**src/rtl/gyro_fifo_pkg.sv**
```systemverilog
package gyro_fifo_pkg;

  // ----------------------------------------------------------------------
  // Register word indices (byte address is four times the index)
  // ----------------------------------------------------------------------
  localparam logic [5:0] IDX_THRESHOLD = 6'h17;
  localparam logic [5:0] IDX_BUF_CFG = 6'h18;
  localparam logic [5:0] IDX_SYNC_CFG = 6'h1A;
  localparam logic [5:0] IDX_POST_COUNT = 6'h1B;
  localparam logic [5:0] IDX_CONTROL = 6'h20;
  localparam logic [5:0] IDX_STATUS = 6'h21;
  localparam logic [5:0] IDX_DATA = 6'h22;

  // ----------------------------------------------------------------------
  // Field positions
  // ----------------------------------------------------------------------
  localparam int BUF_MODE_LSB = 6;
  localparam int BUF_INT_MODE_BIT = 5;
  localparam int BUF_OVERRUN_BIT = 4;
  localparam int BUF_STORE_LSB = 0;
  localparam int SYNC_RISE_BIT = 7;
  localparam int SYNC_FALL_BIT = 6;
  localparam int SYNC_WAKE_EDGE_BIT = 5;
  localparam int SYNC_WAKE_LOW_BIT = 4;
  localparam int SYNC_MAP_RATE_BIT = 3;
  localparam int SYNC_MAP_TEMP_BIT = 0;
  localparam int CONTROL_ENDIAN_BIT = 0;
  localparam int STATUS_FULL_BIT = 16;
  localparam int STATUS_EMPTY_BIT = 17;
  localparam int STATUS_THRESHOLD_BIT = 18;
  localparam int STATUS_TRIGGERED_BIT = 19;

  // Writable bits; reserved bits read as zero
  localparam logic [7:0] BUF_CFG_WMASK = 8'hF7;
  localparam logic [7:0] SYNC_CFG_WMASK = 8'hF9;

  // ----------------------------------------------------------------------
  // Reset values
  // ----------------------------------------------------------------------
  localparam logic [7:0] THRESHOLD_RESET = 8'h00;
  localparam logic [7:0] BUF_CFG_RESET = 8'h00;
  localparam logic [7:0] SYNC_CFG_RESET = 8'h00;
  localparam logic [7:0] POST_COUNT_RESET = 8'h00;
  localparam logic [7:0] CONTROL_RESET = 8'h00;

  localparam int AXES = 3;
  localparam int WORD_W = 16;

  typedef enum logic [1:0] {
    MODE_OFF,
    MODE_NORMAL,
    MODE_INTERRUPT,
    MODE_SNAPSHOT
  } buffer_mode_type;

endpackage : gyro_fifo_pkg

```
**src/rtl/gyro_fifo_sync.sv**
```systemverilog
`timescale 1ns/100ps

module gyro_fifo_sync #(
  parameter int DEPTH = 32
) (
  input wire logic sys_clk,
  input wire logic nrst,
  input wire logic wb_cyc_i,
  input wire logic wb_stb_i,
  input wire logic wb_we_i,
  input wire logic [7:0] wb_adr_i,
  input wire logic [3:0] wb_sel_i,
  input wire logic [31:0] wb_dat_i,
  output logic [31:0] wb_dat_o,
  output logic wb_ack_o,
  input wire logic sample_tick,
  input wire logic rate_event,
  input wire logic [15:0] rate_x,
  input wire logic [15:0] rate_y,
  input wire logic [15:0] rate_z,
  input wire logic [15:0] temperature,
  input wire logic external_sync_pin,
  output logic [15:0] rate_x_out,
  output logic [15:0] rate_y_out,
  output logic [15:0] rate_z_out,
  output logic [15:0] temperature_out,
  output logic threshold_irq,
  output logic wake_request
);
  import gyro_fifo_pkg::*;

  localparam int AW = (DEPTH > 1) ? $clog2(DEPTH) : 1;
  localparam int CW = $clog2(DEPTH + 1);
  localparam int ENTRY_W = AXES * WORD_W + AXES;

  // ----------------------------------------------------------------------
  // State
  // ----------------------------------------------------------------------
  typedef struct packed {
    logic [7:0] threshold;
    logic [7:0] buf_cfg;
    logic [7:0] sync_cfg;
    logic [7:0] post_count;
    logic [7:0] control;
    logic [DEPTH-1:0][ENTRY_W-1:0] mem;
    logic [AW-1:0] head;
    logic [AW-1:0] tail;
    logic [CW-1:0] count;
    logic [1:0] sub;
    logic triggered;
    logic snap_stop;
    logic [8:0] remaining;
    logic prev_pin;
    logic ack;
    logic [31:0] dat;
    logic thr_irq;
    logic wake_req;
    logic [15:0] x_out;
    logic [15:0] y_out;
    logic [15:0] z_out;
    logic [15:0] t_out;
  } state_type;

  localparam state_type RESET_STATE = '{
    threshold: THRESHOLD_RESET,
    buf_cfg: BUF_CFG_RESET,
    sync_cfg: SYNC_CFG_RESET,
    post_count: POST_COUNT_RESET,
    control: CONTROL_RESET,
    default: '0
  };

  state_type state;
  state_type next_state;

  // ----------------------------------------------------------------------
  // Helpers
  // ----------------------------------------------------------------------
  function automatic logic [1:0] first_axis(
    input logic [2:0] mask,
    input logic [1:0] from
  );
    logic [1:0] r;
    r = 2'h3;
    for (int i = AXES - 1; i >= 0; i--) begin
      if (mask[i] && (2'(i) >= from)) begin
        r = 2'(i);
      end
    end
    return r;
  endfunction : first_axis

  function automatic logic [15:0] order16(
    input logic [15:0] w,
    input logic little
  );
    return little ? {w[7:0], w[15:8]} : w;
  endfunction : order16

  function automatic logic [AW-1:0] wrap_inc(input logic [AW-1:0] p);
    return (p == AW'(DEPTH - 1)) ? '0 : p + AW'(1);
  endfunction : wrap_inc

  // ----------------------------------------------------------------------
  // Decoded configuration
  // ----------------------------------------------------------------------
  buffer_mode_type mode;
  logic [2:0] store_mask;
  logic little;
  logic q_rise;
  logic q_fall;
  logic wake_edge;
  logic wake_low;
  logic map_rate;
  logic map_temp;

  always_comb begin
    mode = buffer_mode_type'(state.buf_cfg[BUF_MODE_LSB +: 2]);
    store_mask = state.buf_cfg[BUF_STORE_LSB +: AXES];
    little = state.control[CONTROL_ENDIAN_BIT];
    q_rise = state.sync_cfg[SYNC_RISE_BIT];
    q_fall = state.sync_cfg[SYNC_FALL_BIT];
    wake_edge = state.sync_cfg[SYNC_WAKE_EDGE_BIT];
    wake_low = state.sync_cfg[SYNC_WAKE_LOW_BIT];
    map_rate = state.sync_cfg[SYNC_MAP_RATE_BIT];
    map_temp = state.sync_cfg[SYNC_MAP_TEMP_BIT];
  end

  // ----------------------------------------------------------------------
  // Next state
  // ----------------------------------------------------------------------
  logic [5:0] idx;
  logic req;
  logic do_write;
  logic do_read;
  logic full;
  logic empty;
  logic rise;
  logic fall;
  logic queue_event;
  logic [15:0] mx;
  logic [15:0] my;
  logic [15:0] mz;
  logic [15:0] mt;
  logic [ENTRY_W-1:0] head_entry;
  logic [1:0] rd_axis;
  logic [1:0] rd_next;
  logic pop;
  logic set_done;
  logic sync_gate;
  logic mode_gate;
  logic may_overwrite;
  logic tick_ok;
  logic push;
  logic overwrite;
  logic [31:0] rdata;

  always_comb begin
    next_state = state;
    idx = wb_adr_i[7:2];
    req = wb_cyc_i && wb_stb_i;
    do_write = req && state.ack && wb_we_i && wb_sel_i[0];
    do_read = req && state.ack && !wb_we_i;
    full = (state.count == CW'(DEPTH));
    empty = (state.count == '0);

    // Sync pin sampled directly; it is taken as synchronous to sys_clk
    rise = external_sync_pin && !state.prev_pin;
    fall = !external_sync_pin && state.prev_pin;
    queue_event = (q_rise && rise) || (q_fall && fall);

    // LSB mapping and byte order shared by outputs and buffer
    mx = map_rate ? {rate_x[15:1], external_sync_pin} : rate_x;
    my = map_rate ? {rate_y[15:1], external_sync_pin} : rate_y;
    mz = map_rate ? {rate_z[15:1], external_sync_pin} : rate_z;
    mt = map_temp ? {temperature[15:1], external_sync_pin}
                  : temperature;
    mx = order16(mx, little);
    my = order16(my, little);
    mz = order16(mz, little);
    mt = order16(mt, little);

    // Head word selection; reads while off see an empty buffer
    head_entry = state.mem[state.head];
    rd_axis = first_axis(head_entry[ENTRY_W-1 -: AXES], state.sub);
    rd_next = first_axis(head_entry[ENTRY_W-1 -: AXES], rd_axis + 2'h1);
    pop = do_read && (idx == IDX_DATA) && !empty
          && (mode != MODE_OFF) && (rd_axis != 2'h3);
    // A set leaves the buffer when its last enabled word is read
    set_done = pop && (rd_next == 2'h3);

    // Collection gating by mode, sync window and full handling
    sync_gate = (q_rise || q_fall) ? (state.remaining != '0) : 1'b1;
    case (mode)
      MODE_OFF: mode_gate = 1'b0;
      MODE_NORMAL: mode_gate = 1'b1;
      MODE_INTERRUPT: mode_gate = state.triggered;
      MODE_SNAPSHOT: mode_gate = !state.snap_stop;
      default: mode_gate = 1'b0;
    endcase
    // Snapshot: overwrite before the event, stop at full after it
    if (mode == MODE_SNAPSHOT) begin
      may_overwrite = !state.triggered;
    end else begin
      may_overwrite = state.buf_cfg[BUF_OVERRUN_BIT];
    end
    // Ticks outside a sync window are dropped while queueing is enabled
    tick_ok = sample_tick && (store_mask != '0) && mode_gate
              && sync_gate;
    // A partial read at full frees no slot; the tail would land on the head
    overwrite = full && !set_done;
    push = tick_ok && (!overwrite || may_overwrite);

    // Register read data, latched when ack rises
    rdata = '0;
    case (idx)
      IDX_THRESHOLD: rdata[7:0] = state.threshold;
      IDX_BUF_CFG: rdata[7:0] = state.buf_cfg;
      IDX_SYNC_CFG: rdata[7:0] = state.sync_cfg;
      IDX_POST_COUNT: rdata[7:0] = state.post_count;
      IDX_CONTROL: rdata[7:0] = state.control;
      IDX_STATUS: begin
        rdata[15:0] = 16'(state.count);
        rdata[STATUS_FULL_BIT] = full;
        rdata[STATUS_EMPTY_BIT] = empty;
        rdata[STATUS_THRESHOLD_BIT] = state.thr_irq;
        rdata[STATUS_TRIGGERED_BIT] = state.triggered;
      end
      IDX_DATA: begin
        if (!empty && (mode != MODE_OFF) && (rd_axis != 2'h3)) begin
          rdata[15:0] = head_entry[{rd_axis, 4'h0} +: WORD_W];
        end
      end
      default: rdata = '0;
    endcase

    // Bus slave: ack one cycle after the request, side effects at its end
    next_state.ack = req && !state.ack;
    if (req && !state.ack) begin
      next_state.dat = rdata;
    end

    // Pop path
    if (pop) begin
      if (rd_next == 2'h3) begin
        next_state.head = wrap_inc(state.head);
        next_state.sub = 2'h0;
      end else begin
        next_state.sub = rd_next;
      end
    end

    // Push path; one entry is one whole set of enabled axes
    if (push) begin
      next_state.mem[state.tail] = {store_mask, mz, my, mx};
      next_state.tail = wrap_inc(state.tail);
      if (overwrite) begin
        // Oldest set is lost, even if partly read; reading resumes at the first word of the next set
        next_state.head = wrap_inc(state.head);
        next_state.sub = 2'h0;
      end
    end
    // Count moves only when a whole set enters or leaves
    if (push && !overwrite && !set_done) begin
      next_state.count = state.count + CW'(1);
    end else if (set_done && !push) begin
      next_state.count = state.count - CW'(1);
    end

    // Post-event window; a new event restarts it
    if (push && (state.remaining != '0)) begin
      next_state.remaining = state.remaining - 9'h001;
    end
    if (queue_event) begin
      next_state.remaining = 9'(state.post_count) + 9'h001;
    end

    // Register writes
    if (do_write) begin
      case (idx)
        IDX_THRESHOLD: next_state.threshold = wb_dat_i[7:0];
        IDX_BUF_CFG: begin
          next_state.buf_cfg = wb_dat_i[7:0] & BUF_CFG_WMASK;
          next_state.triggered = 1'b0;
          next_state.snap_stop = 1'b0;
          if (wb_dat_i[BUF_MODE_LSB +: 2] == 2'(MODE_OFF)) begin
            next_state.head = '0;
            next_state.tail = '0;
            next_state.count = '0;
            next_state.sub = 2'h0;
            next_state.remaining = '0;
          end
        end
        IDX_SYNC_CFG: next_state.sync_cfg = wb_dat_i[7:0] & SYNC_CFG_WMASK;
        IDX_POST_COUNT: next_state.post_count = wb_dat_i[7:0];
        IDX_CONTROL: next_state.control = {7'h00, wb_dat_i[0]};
        default: next_state.threshold = state.threshold;
      endcase
    end

    // Rate event wins over a clearing configuration write
    if (rate_event
        && ((mode == MODE_INTERRUPT) || (mode == MODE_SNAPSHOT))) begin
      next_state.triggered = 1'b1;
    end
    // Snapshot stops for good once full after the event; a write re-arms it only if no longer full, else a second write does
    if ((mode == MODE_SNAPSHOT) && state.triggered && full) begin
      next_state.snap_stop = 1'b1;
    end

    // Threshold of zero would fire on any stored set
    next_state.thr_irq = 16'(next_state.count)
                         > 16'(next_state.threshold);

    // Wake: pulse on active edge only, or follow the active level
    if (wake_edge) begin
      next_state.wake_req = wake_low ? fall : rise;
    end else begin
      next_state.wake_req = external_sync_pin ^ wake_low;
    end

    // Outputs follow the inputs one cycle late
    next_state.prev_pin = external_sync_pin;
    next_state.x_out = mx;
    next_state.y_out = my;
    next_state.z_out = mz;
    next_state.t_out = mt;
  end

  // ----------------------------------------------------------------------
  // Registers
  // ----------------------------------------------------------------------
  always_ff @(posedge sys_clk or negedge nrst) begin
    if (!nrst) begin
      state <= RESET_STATE;
    end else begin
      state <= next_state;
    end
  end

  assign wb_dat_o = state.dat;
  assign wb_ack_o = state.ack;
  assign rate_x_out = state.x_out;
  assign rate_y_out = state.y_out;
  assign rate_z_out = state.z_out;
  assign temperature_out = state.t_out;
  assign threshold_irq = state.thr_irq;
  assign wake_request = state.wake_req;

endmodule : gyro_fifo_sync

```
**config.mk**
```make
export PLATFORM = sky130hd
export DESIGN_NAME = gyro_fifo_sync
export DESIGN_NICKNAME = d
export VERILOG_FILES = /design/src/rtl/gyro_fifo_pkg.sv /design/src/rtl/gyro_fifo_sync.sv
export SDC_FILE = /design/constraint.sdc
export NUM_CORES = 2
export LEC_CHECK = 0
export BUFFER_PORTS_ARGS = -buffer_cell sky130_fd_sc_hd__buf_2
export CAP_MARGIN = 20
export CORE_MARGIN = 8
export CORE_UTILIZATION = 45
export CTS_CLUSTER_SIZE = 10
export DETAILED_ROUTE_END_ITERATION = 16
export SYNTH_ARGS = -nofsm -noshare
export SYNTH_HDL_FRONTEND = slang
export SYNTH_SLANG_ARGS = --single-unit
```
**constraint.sdc**
```tcl
create_clock -name sys_clk -period 6.6 [get_ports sys_clk]
set_input_delay 0.33 -clock sys_clk [delete_from_list [all_inputs] [get_ports sys_clk]]
set_output_delay 0.33 -clock sys_clk [all_outputs]
set_load 0.02 [all_outputs]
```
# After elaboration in Yosys (flattened, before gate mapping)

Cells that the tools add are included.

Register bits after elaboration: 1779
Output and inout bits: 99
Bits of input ports: 116

Equality and inequality tests: 15
Add/subtract/negate cells: 7
Reduce and logical (&&, ||, !) cells: 66
Order comparisons: 10
Shifts and indexed selects: 1
Mux-type cells: 54
Bitwise gates (word level): 1

Operator list:

| cell                                                | count |
|---|---|
| bitwise mux 1632 bit                                | 1 |
| binary-select mux 51 bit (select 5 bit)             | 1 |
| demux 51 bit (select 5 bit)                         | 1 |
| 2-to-1 mux 51 bit                                   | 2 |
| 2-to-1 mux 16 bit                                   | 5 |
| 2-to-1 mux 29 bit                                   | 2 |
| one-hot mux 8 bit (7 select lines)                  | 1 |
| indexed part select 51 x 7 -> 16 bit                | 1 |
| 2-to-1 mux 40 bit                                   | 1 |
| 2-to-1 mux 8 bit                                    | 5 |
| logical AND 1 bit                                   | 36 |
| 2-to-1 mux 9 bit                                    | 3 |
| 2-to-1 mux 5 bit                                    | 5 |
| == test 6 x 5 -> 1 bit (second input constant)      | 4 |
| == test 6 bit (second input constant)               | 4 |
| 2-to-1 mux 18 bit                                   | 1 |
| 2-to-1 mux 2 bit                                    | 8 |
| 2-to-1 mux 1 bit                                    | 13 |
| < comparator 5 x 6 -> 1 bit (second input constant) | 2 |
| 2-to-1 mux 6 bit                                    | 2 |
| AND reduction 2 bit                                 | 6 |
| adder 5 x 1 -> 5 bit (second input constant)        | 2 |
| == test 5 bit (second input constant)               | 2 |
| logical NOT 1 bit                                   | 10 |
| other kinds (22)                                    | 36 |

# Depth between registers and ports, before layout

Depth in word-level cells: 27
Mapped depth: 27
Mapped depth without buffers: 23

# Worst setup path before layout

Ideal clock, no wire load.

Path kind: flip-flop to flip-flop
Start: register state[125] (netlist name)
End: register state (netlist bit threshold_irq)
Period minus slack after synthesis: 5.065 ns
Library setup time: 0.125 ns
Stages on the path, launching flop included: 25
Arrival time: 4.940 ns
Buffers on the path: 4
Setup slack: 1.535 ns
Cells stage by stage: dfrtp_1 buf_6 nor2b_1 buf_2 a22oi_1 a21oi_1 or4_1 buf_2 or2_0 buf_2 and2_4 ha_1 nor4_1 and3_1 nand2_1 a221oi_1 nand3_1 or4_1 o21ai_0 mux2i_1 ha_1 nand2_1 nor3_1 a211oi_1 a2111oi_0

RTL lines:

| what                   | RTL line              | source |
|---|---|---|
| start, declared        | gyro_fifo_sync.sv:73  | `state_type state;` |
| start signal, assigned | gyro_fifo_sync.sv:337 | `state <= next_state;` |

==> summary by stage <==
Clock network
TritonCTS built the clock tree. Clock-pin slew was measured on the worst setup and hold paths at 60 ps. The buffer levels on the longest clock path is 3. The number of buffers added by the clock tree synthesis step is 199.

The number of sinks driven by the clock tree is 1779. CTS built an H-tree with a depth of 4. Clock latency on the worst-skew pair, taken at its later pin, is 820 ps. The master cell of the clock root buffer is sky130_fd_sc_hd__clkbuf_16.

Routing
After detailed routing, the average wire length per cell comes to 24.32 µm. The number of remaining DRC errors is 0. The routed via count is 52760. Using the TritonRoute via totals, the vias-per-cell ratio works out to 5.745.

The number of iterations in the first detailed-routing pass is 6. The overall routed net length is 223.3 mm. The iteration-0 DRC count of the detailed router is 4949. The remaining antenna violation count after routing is 0.

Timing
After layout, the worst path uses 93.90% of the clock period. The transition time of the tightest slew-check pin is 1131 ps. Setup repair after global routing left no endpoint under its margin. Timing would allow up to 161.4 MHz.

The max-slew violation total from the final report came to 0. After routing, the total negative slack on setup checks comes to 0 ps. The shortest clock period the worst path allows after layout is 6197 ps. The relative slew slack is 24.60%. The clock arrives with 45.79 ps of skew.

Setup violations remaining at the end of the flow were counted as 0. The final count of hold timing violations is 0.

Finish
The area growth from synthesis to layout is 11.15%. Excluding fillers, the count of instances in the completed layout stands at 9184. Across the whole layout, storage elements account for 0.04454 mm².

After the last flow step, the layout net total stands at 6949. The post-route netlist has 18.18% of its cells at a drive strength greater than 1. The filler cell count in the final layout is 15200.

The area occupied by multi-input gates is 0.03109 mm².

Synth
The most used flip-flop cell after synthesis is sky130_fd_sc_hd__dfrtp_1. In this run, synthesis produced a sequential element count of 1779. Summing every instance area after synthesis gives 0.07883 mm². Yosys attributes the largest share of cell area to sky130_fd_sc_hd__dfrtp_1 (56%), sky130_fd_sc_hd__mux4_2 (14%), sky130_fd_sc_hd__o21ai_0 (9.8%), sky130_fd_sc_hd__nand2_1 (7.6%), sky130_fd_sc_hd__clkbuf_1 (1.9%).

Counting every instance in the synthesized netlist gives 6939. The number of synthesized flops with an enable pin is 0. The count of cell types in the netlist is 73. For this run, asynchronously set or reset flops after synthesis account for 100.0%. The synthesized design spends more area on one cell type than any other, namely sky130_fd_sc_hd__dfrtp_1. The sequential fraction of the synthesis area is 56.47%. The share of Yosys cell area claimed by the top area cell type is 56.47%. Sorting the synthesized cells by how often they occur yields sky130_fd_sc_hd__dfrtp_1 (1779), sky130_fd_sc_hd__nand2_1 (1604), sky130_fd_sc_hd__o21ai_0 (1536).

Dividing the synthesized area by the synthesized cell count gives 11.36 µm². The count of synthesis-stage warnings from yosys is 0. The most common cell in the synthesized netlist is sky130_fd_sc_hd__dfrtp_1.

Power and ir drop
The completed layout was analyzed and its total power is 21.42 mW. Dividing total power by cell area gives a power density of 244.5 mW/mm². The reported leakage power is 37.99 nW. IR analysis of the VDD net gives a maximum drop of 0.0002560 V.

Floorplanning
In this run the count of I/O pins placed on the die edge is 215. The die span in y is 434.5 µm. The horizontal extent of the die is 434.5 µm.

The core region area is 0.1740 mm². The row count is 153. For this configuration, the core starts out at a cell density of 45.30%. The die covers 0.1888 mm².

Worst setup path
The worst stage delay on the critical path is 720 ps. At the worst endpoint, the required time is 7270 ps. The cell with the biggest individual delay on the critical path is sky130_fd_sc_hd__or4_1. The start-to-end type of the worst setup path is reg2reg. STA classifies the critical path endpoint as a register. Data on the critical path arrives at its endpoint at 6870 ps. In this run the worst path has a maximum fanout of 12. The setup check on the worst reg-to-reg path leaves a slack of 400 ps. The dominant delay contributor by cell family on the critical path is simple AND/OR/NAND/NOR gates. The end of the worst register-to-register path is threshold_irq. The number of cell instances on the worst register-to-register path is 22. The buffers plus inverters on the worst setup path is 3.

The beginning of the worst register-to-register path is state[125]. Walking the worst path, the cells encountered are nor2b_1, buf_4, a22oi_1, a21oi_1, or4_1, o22ai_2, buf_4, inv_1, ha_1, nor4_1, and3_1, nand2_1, a221oi_1, nand3_1, or4_1, o21ai_0, mux2i_1, ha_1, nand2_1, nor3_1, a211oi_1, a2111oi_1. The worst setup path is launched from a register.

GRT
The global-route wire length before repair is 340.4 mm. The total congestion overflow is 0. The number of antenna violations at the first check in global routing is 4. The global router's overall resource usage is 23.75%.

The number of global-route vias before repair was 53023. The pin count of the biggest net entering global routing is 190.

Placed design
At the end of routability-driven placement, the weighted congestion stood at 0.8472. The count of placed standard cells including taps is 8858. The half-perimeter wire length after placement is 129.7 mm.

Input and output buffers added on the ports amount to 173.

Min path
The worst hold path belongs to the class in2async.

Status
The flow ran to the end, and the final reports show no timing, DRC or antenna violations.

Run
The tool flagged a number of max-cap violations equal to 0.
==> cell usage in the layout, fill, tap and decap left out, types with 12 or more instances in the layout <==
master,count
sky130_fd_sc_hd__dfrtp_1,1774
sky130_fd_sc_hd__nand2_1,1604
sky130_fd_sc_hd__o21ai_0,1533
sky130_fd_sc_hd__mux4_2,473
sky130_fd_sc_hd__clkbuf_16,202
sky130_fd_sc_hd__buf_2,172
sky130_fd_sc_hd__mux2_2,123
sky130_fd_sc_hd__buf_4,110
sky130_fd_sc_hd__mux2i_1,76
sky130_fd_sc_hd__dlygate4sd3_1,69
sky130_fd_sc_hd__inv_1,68
sky130_fd_sc_hd__a21oi_1,46
sky130_fd_sc_hd__a22oi_1,44
sky130_fd_sc_hd__nor2_1,43
sky130_fd_sc_hd__buf_12,42
sky130_fd_sc_hd__o21ai_1,38
sky130_fd_sc_hd__nand3_4,32
sky130_fd_sc_hd__mux2_1,30
sky130_fd_sc_hd__mux2i_2,27
sky130_fd_sc_hd__nand3_1,26
sky130_fd_sc_hd__clkbuf_1,22
sky130_fd_sc_hd__ha_1,21
sky130_fd_sc_hd__nor3_1,20
sky130_fd_sc_hd__nor2b_1,17
sky130_fd_sc_hd__and2_1,16
sky130_fd_sc_hd__mux2i_4,15
sky130_fd_sc_hd__conb_1,12
==> state kept, by name, summed over array words and instances (netlist names) <==
signal and cells:
rate_x_out 16, wb_ack_o 1, temperature_out 16, little 1
q_fall 1, state 1685, rate_z_out 16, rate_y_out 16
mode 2, threshold_irq 1, q_rise 1, wb_dat_o 20
map_rate 1, wake_request 1, map_temp 1
==> cell type report <==
type	count	area share, %
Antenna cell	4	0.01142
Clock buffer	231	5.973
Clock inverter	13	0.2699
Inverter	70	0.3056
Multi-Input combinational cell	4363	35.48
Sequential cell	1779	50.83
Tap cell	2325	3.320
Timing Repair Buffer	399	3.813
==> power breakdown <==
part | switching [mW] | internal [mW] | total (mW) | leakage (nW)
Sequential | 0.0196 | 10.9 | 11.0 | 24.7
Combinational | 0.510 | 0.145 | 0.655 | 10.7
Clock | 4.25 | 5.55 | 9.80 | 2.67
Total | 4.78 | 16.6 | 21.4 | 38.0
==> repair_timing <==
action / 4_1_cts / 5_1_grt
setup endpoints to repair: 0 / 36
hold buffers: 66 / 3
endpoints found under the hold margin: 198 / 2
resized for setup: 0 / 2
setup buffers: 0 / 3
==> cells by family after synthesis <==
family,Yosys count,synth area share (%)
flip-flops,1779,56.47
adder cells (fa/ha/maj),21,0.3333
buffers and inverters,808,4.879
other,1,0.004757
AO/OA/AOI/OAI,1745,11.51
AND/OR/NAND/NOR,1826,9.434
multiplexers,744,17.20
XOR/XNOR,15,0.1667
==> through the flow <==
step / utilization (%) / cell area (µm²) / setup WS, ps / hold WS, ps
2_1_floorplan: - / 78870 / 1535 / 34.41
3_3_place_gp: 46.67 / 81210 / 319.3 / 345.6
3_5_place_dp: 46.70 / 81270 / 223.4 / 353.1
4_1_cts: 50.23 / 87400 / 180.3 / 7.164
5_1_grt: 50.35 / 87610 / 52.88 / 36.78
6_report: 50.35 / 87620 / 402.7 / 54.15
==> how the worst max path moves through the flow <==
stage               startpoint             to  slack (ps)  depth (start not counted)
floorplan           state[125]  threshold_irq        1530                         24
global placement    state[124]     state[345]         320                         19
detailed placement  state[124]  threshold_irq         220                         23
CTS                 state[124]  threshold_irq         180                         23
global route        state[125]  threshold_irq          50                         22
finish              state[125]  threshold_irq         400                         22
==> metal layers <==
metal	global-route usage, %	vias to the layer above	share of wire (%)
li1	-	23755	-
met1	33.41	26938	43
met2	37.11	1701	46
met3	5.315	366	7.7
met4	7.417	0	3.1
met5	0	-	0
No activity file was read; power rests on OpenSTA's default activity.
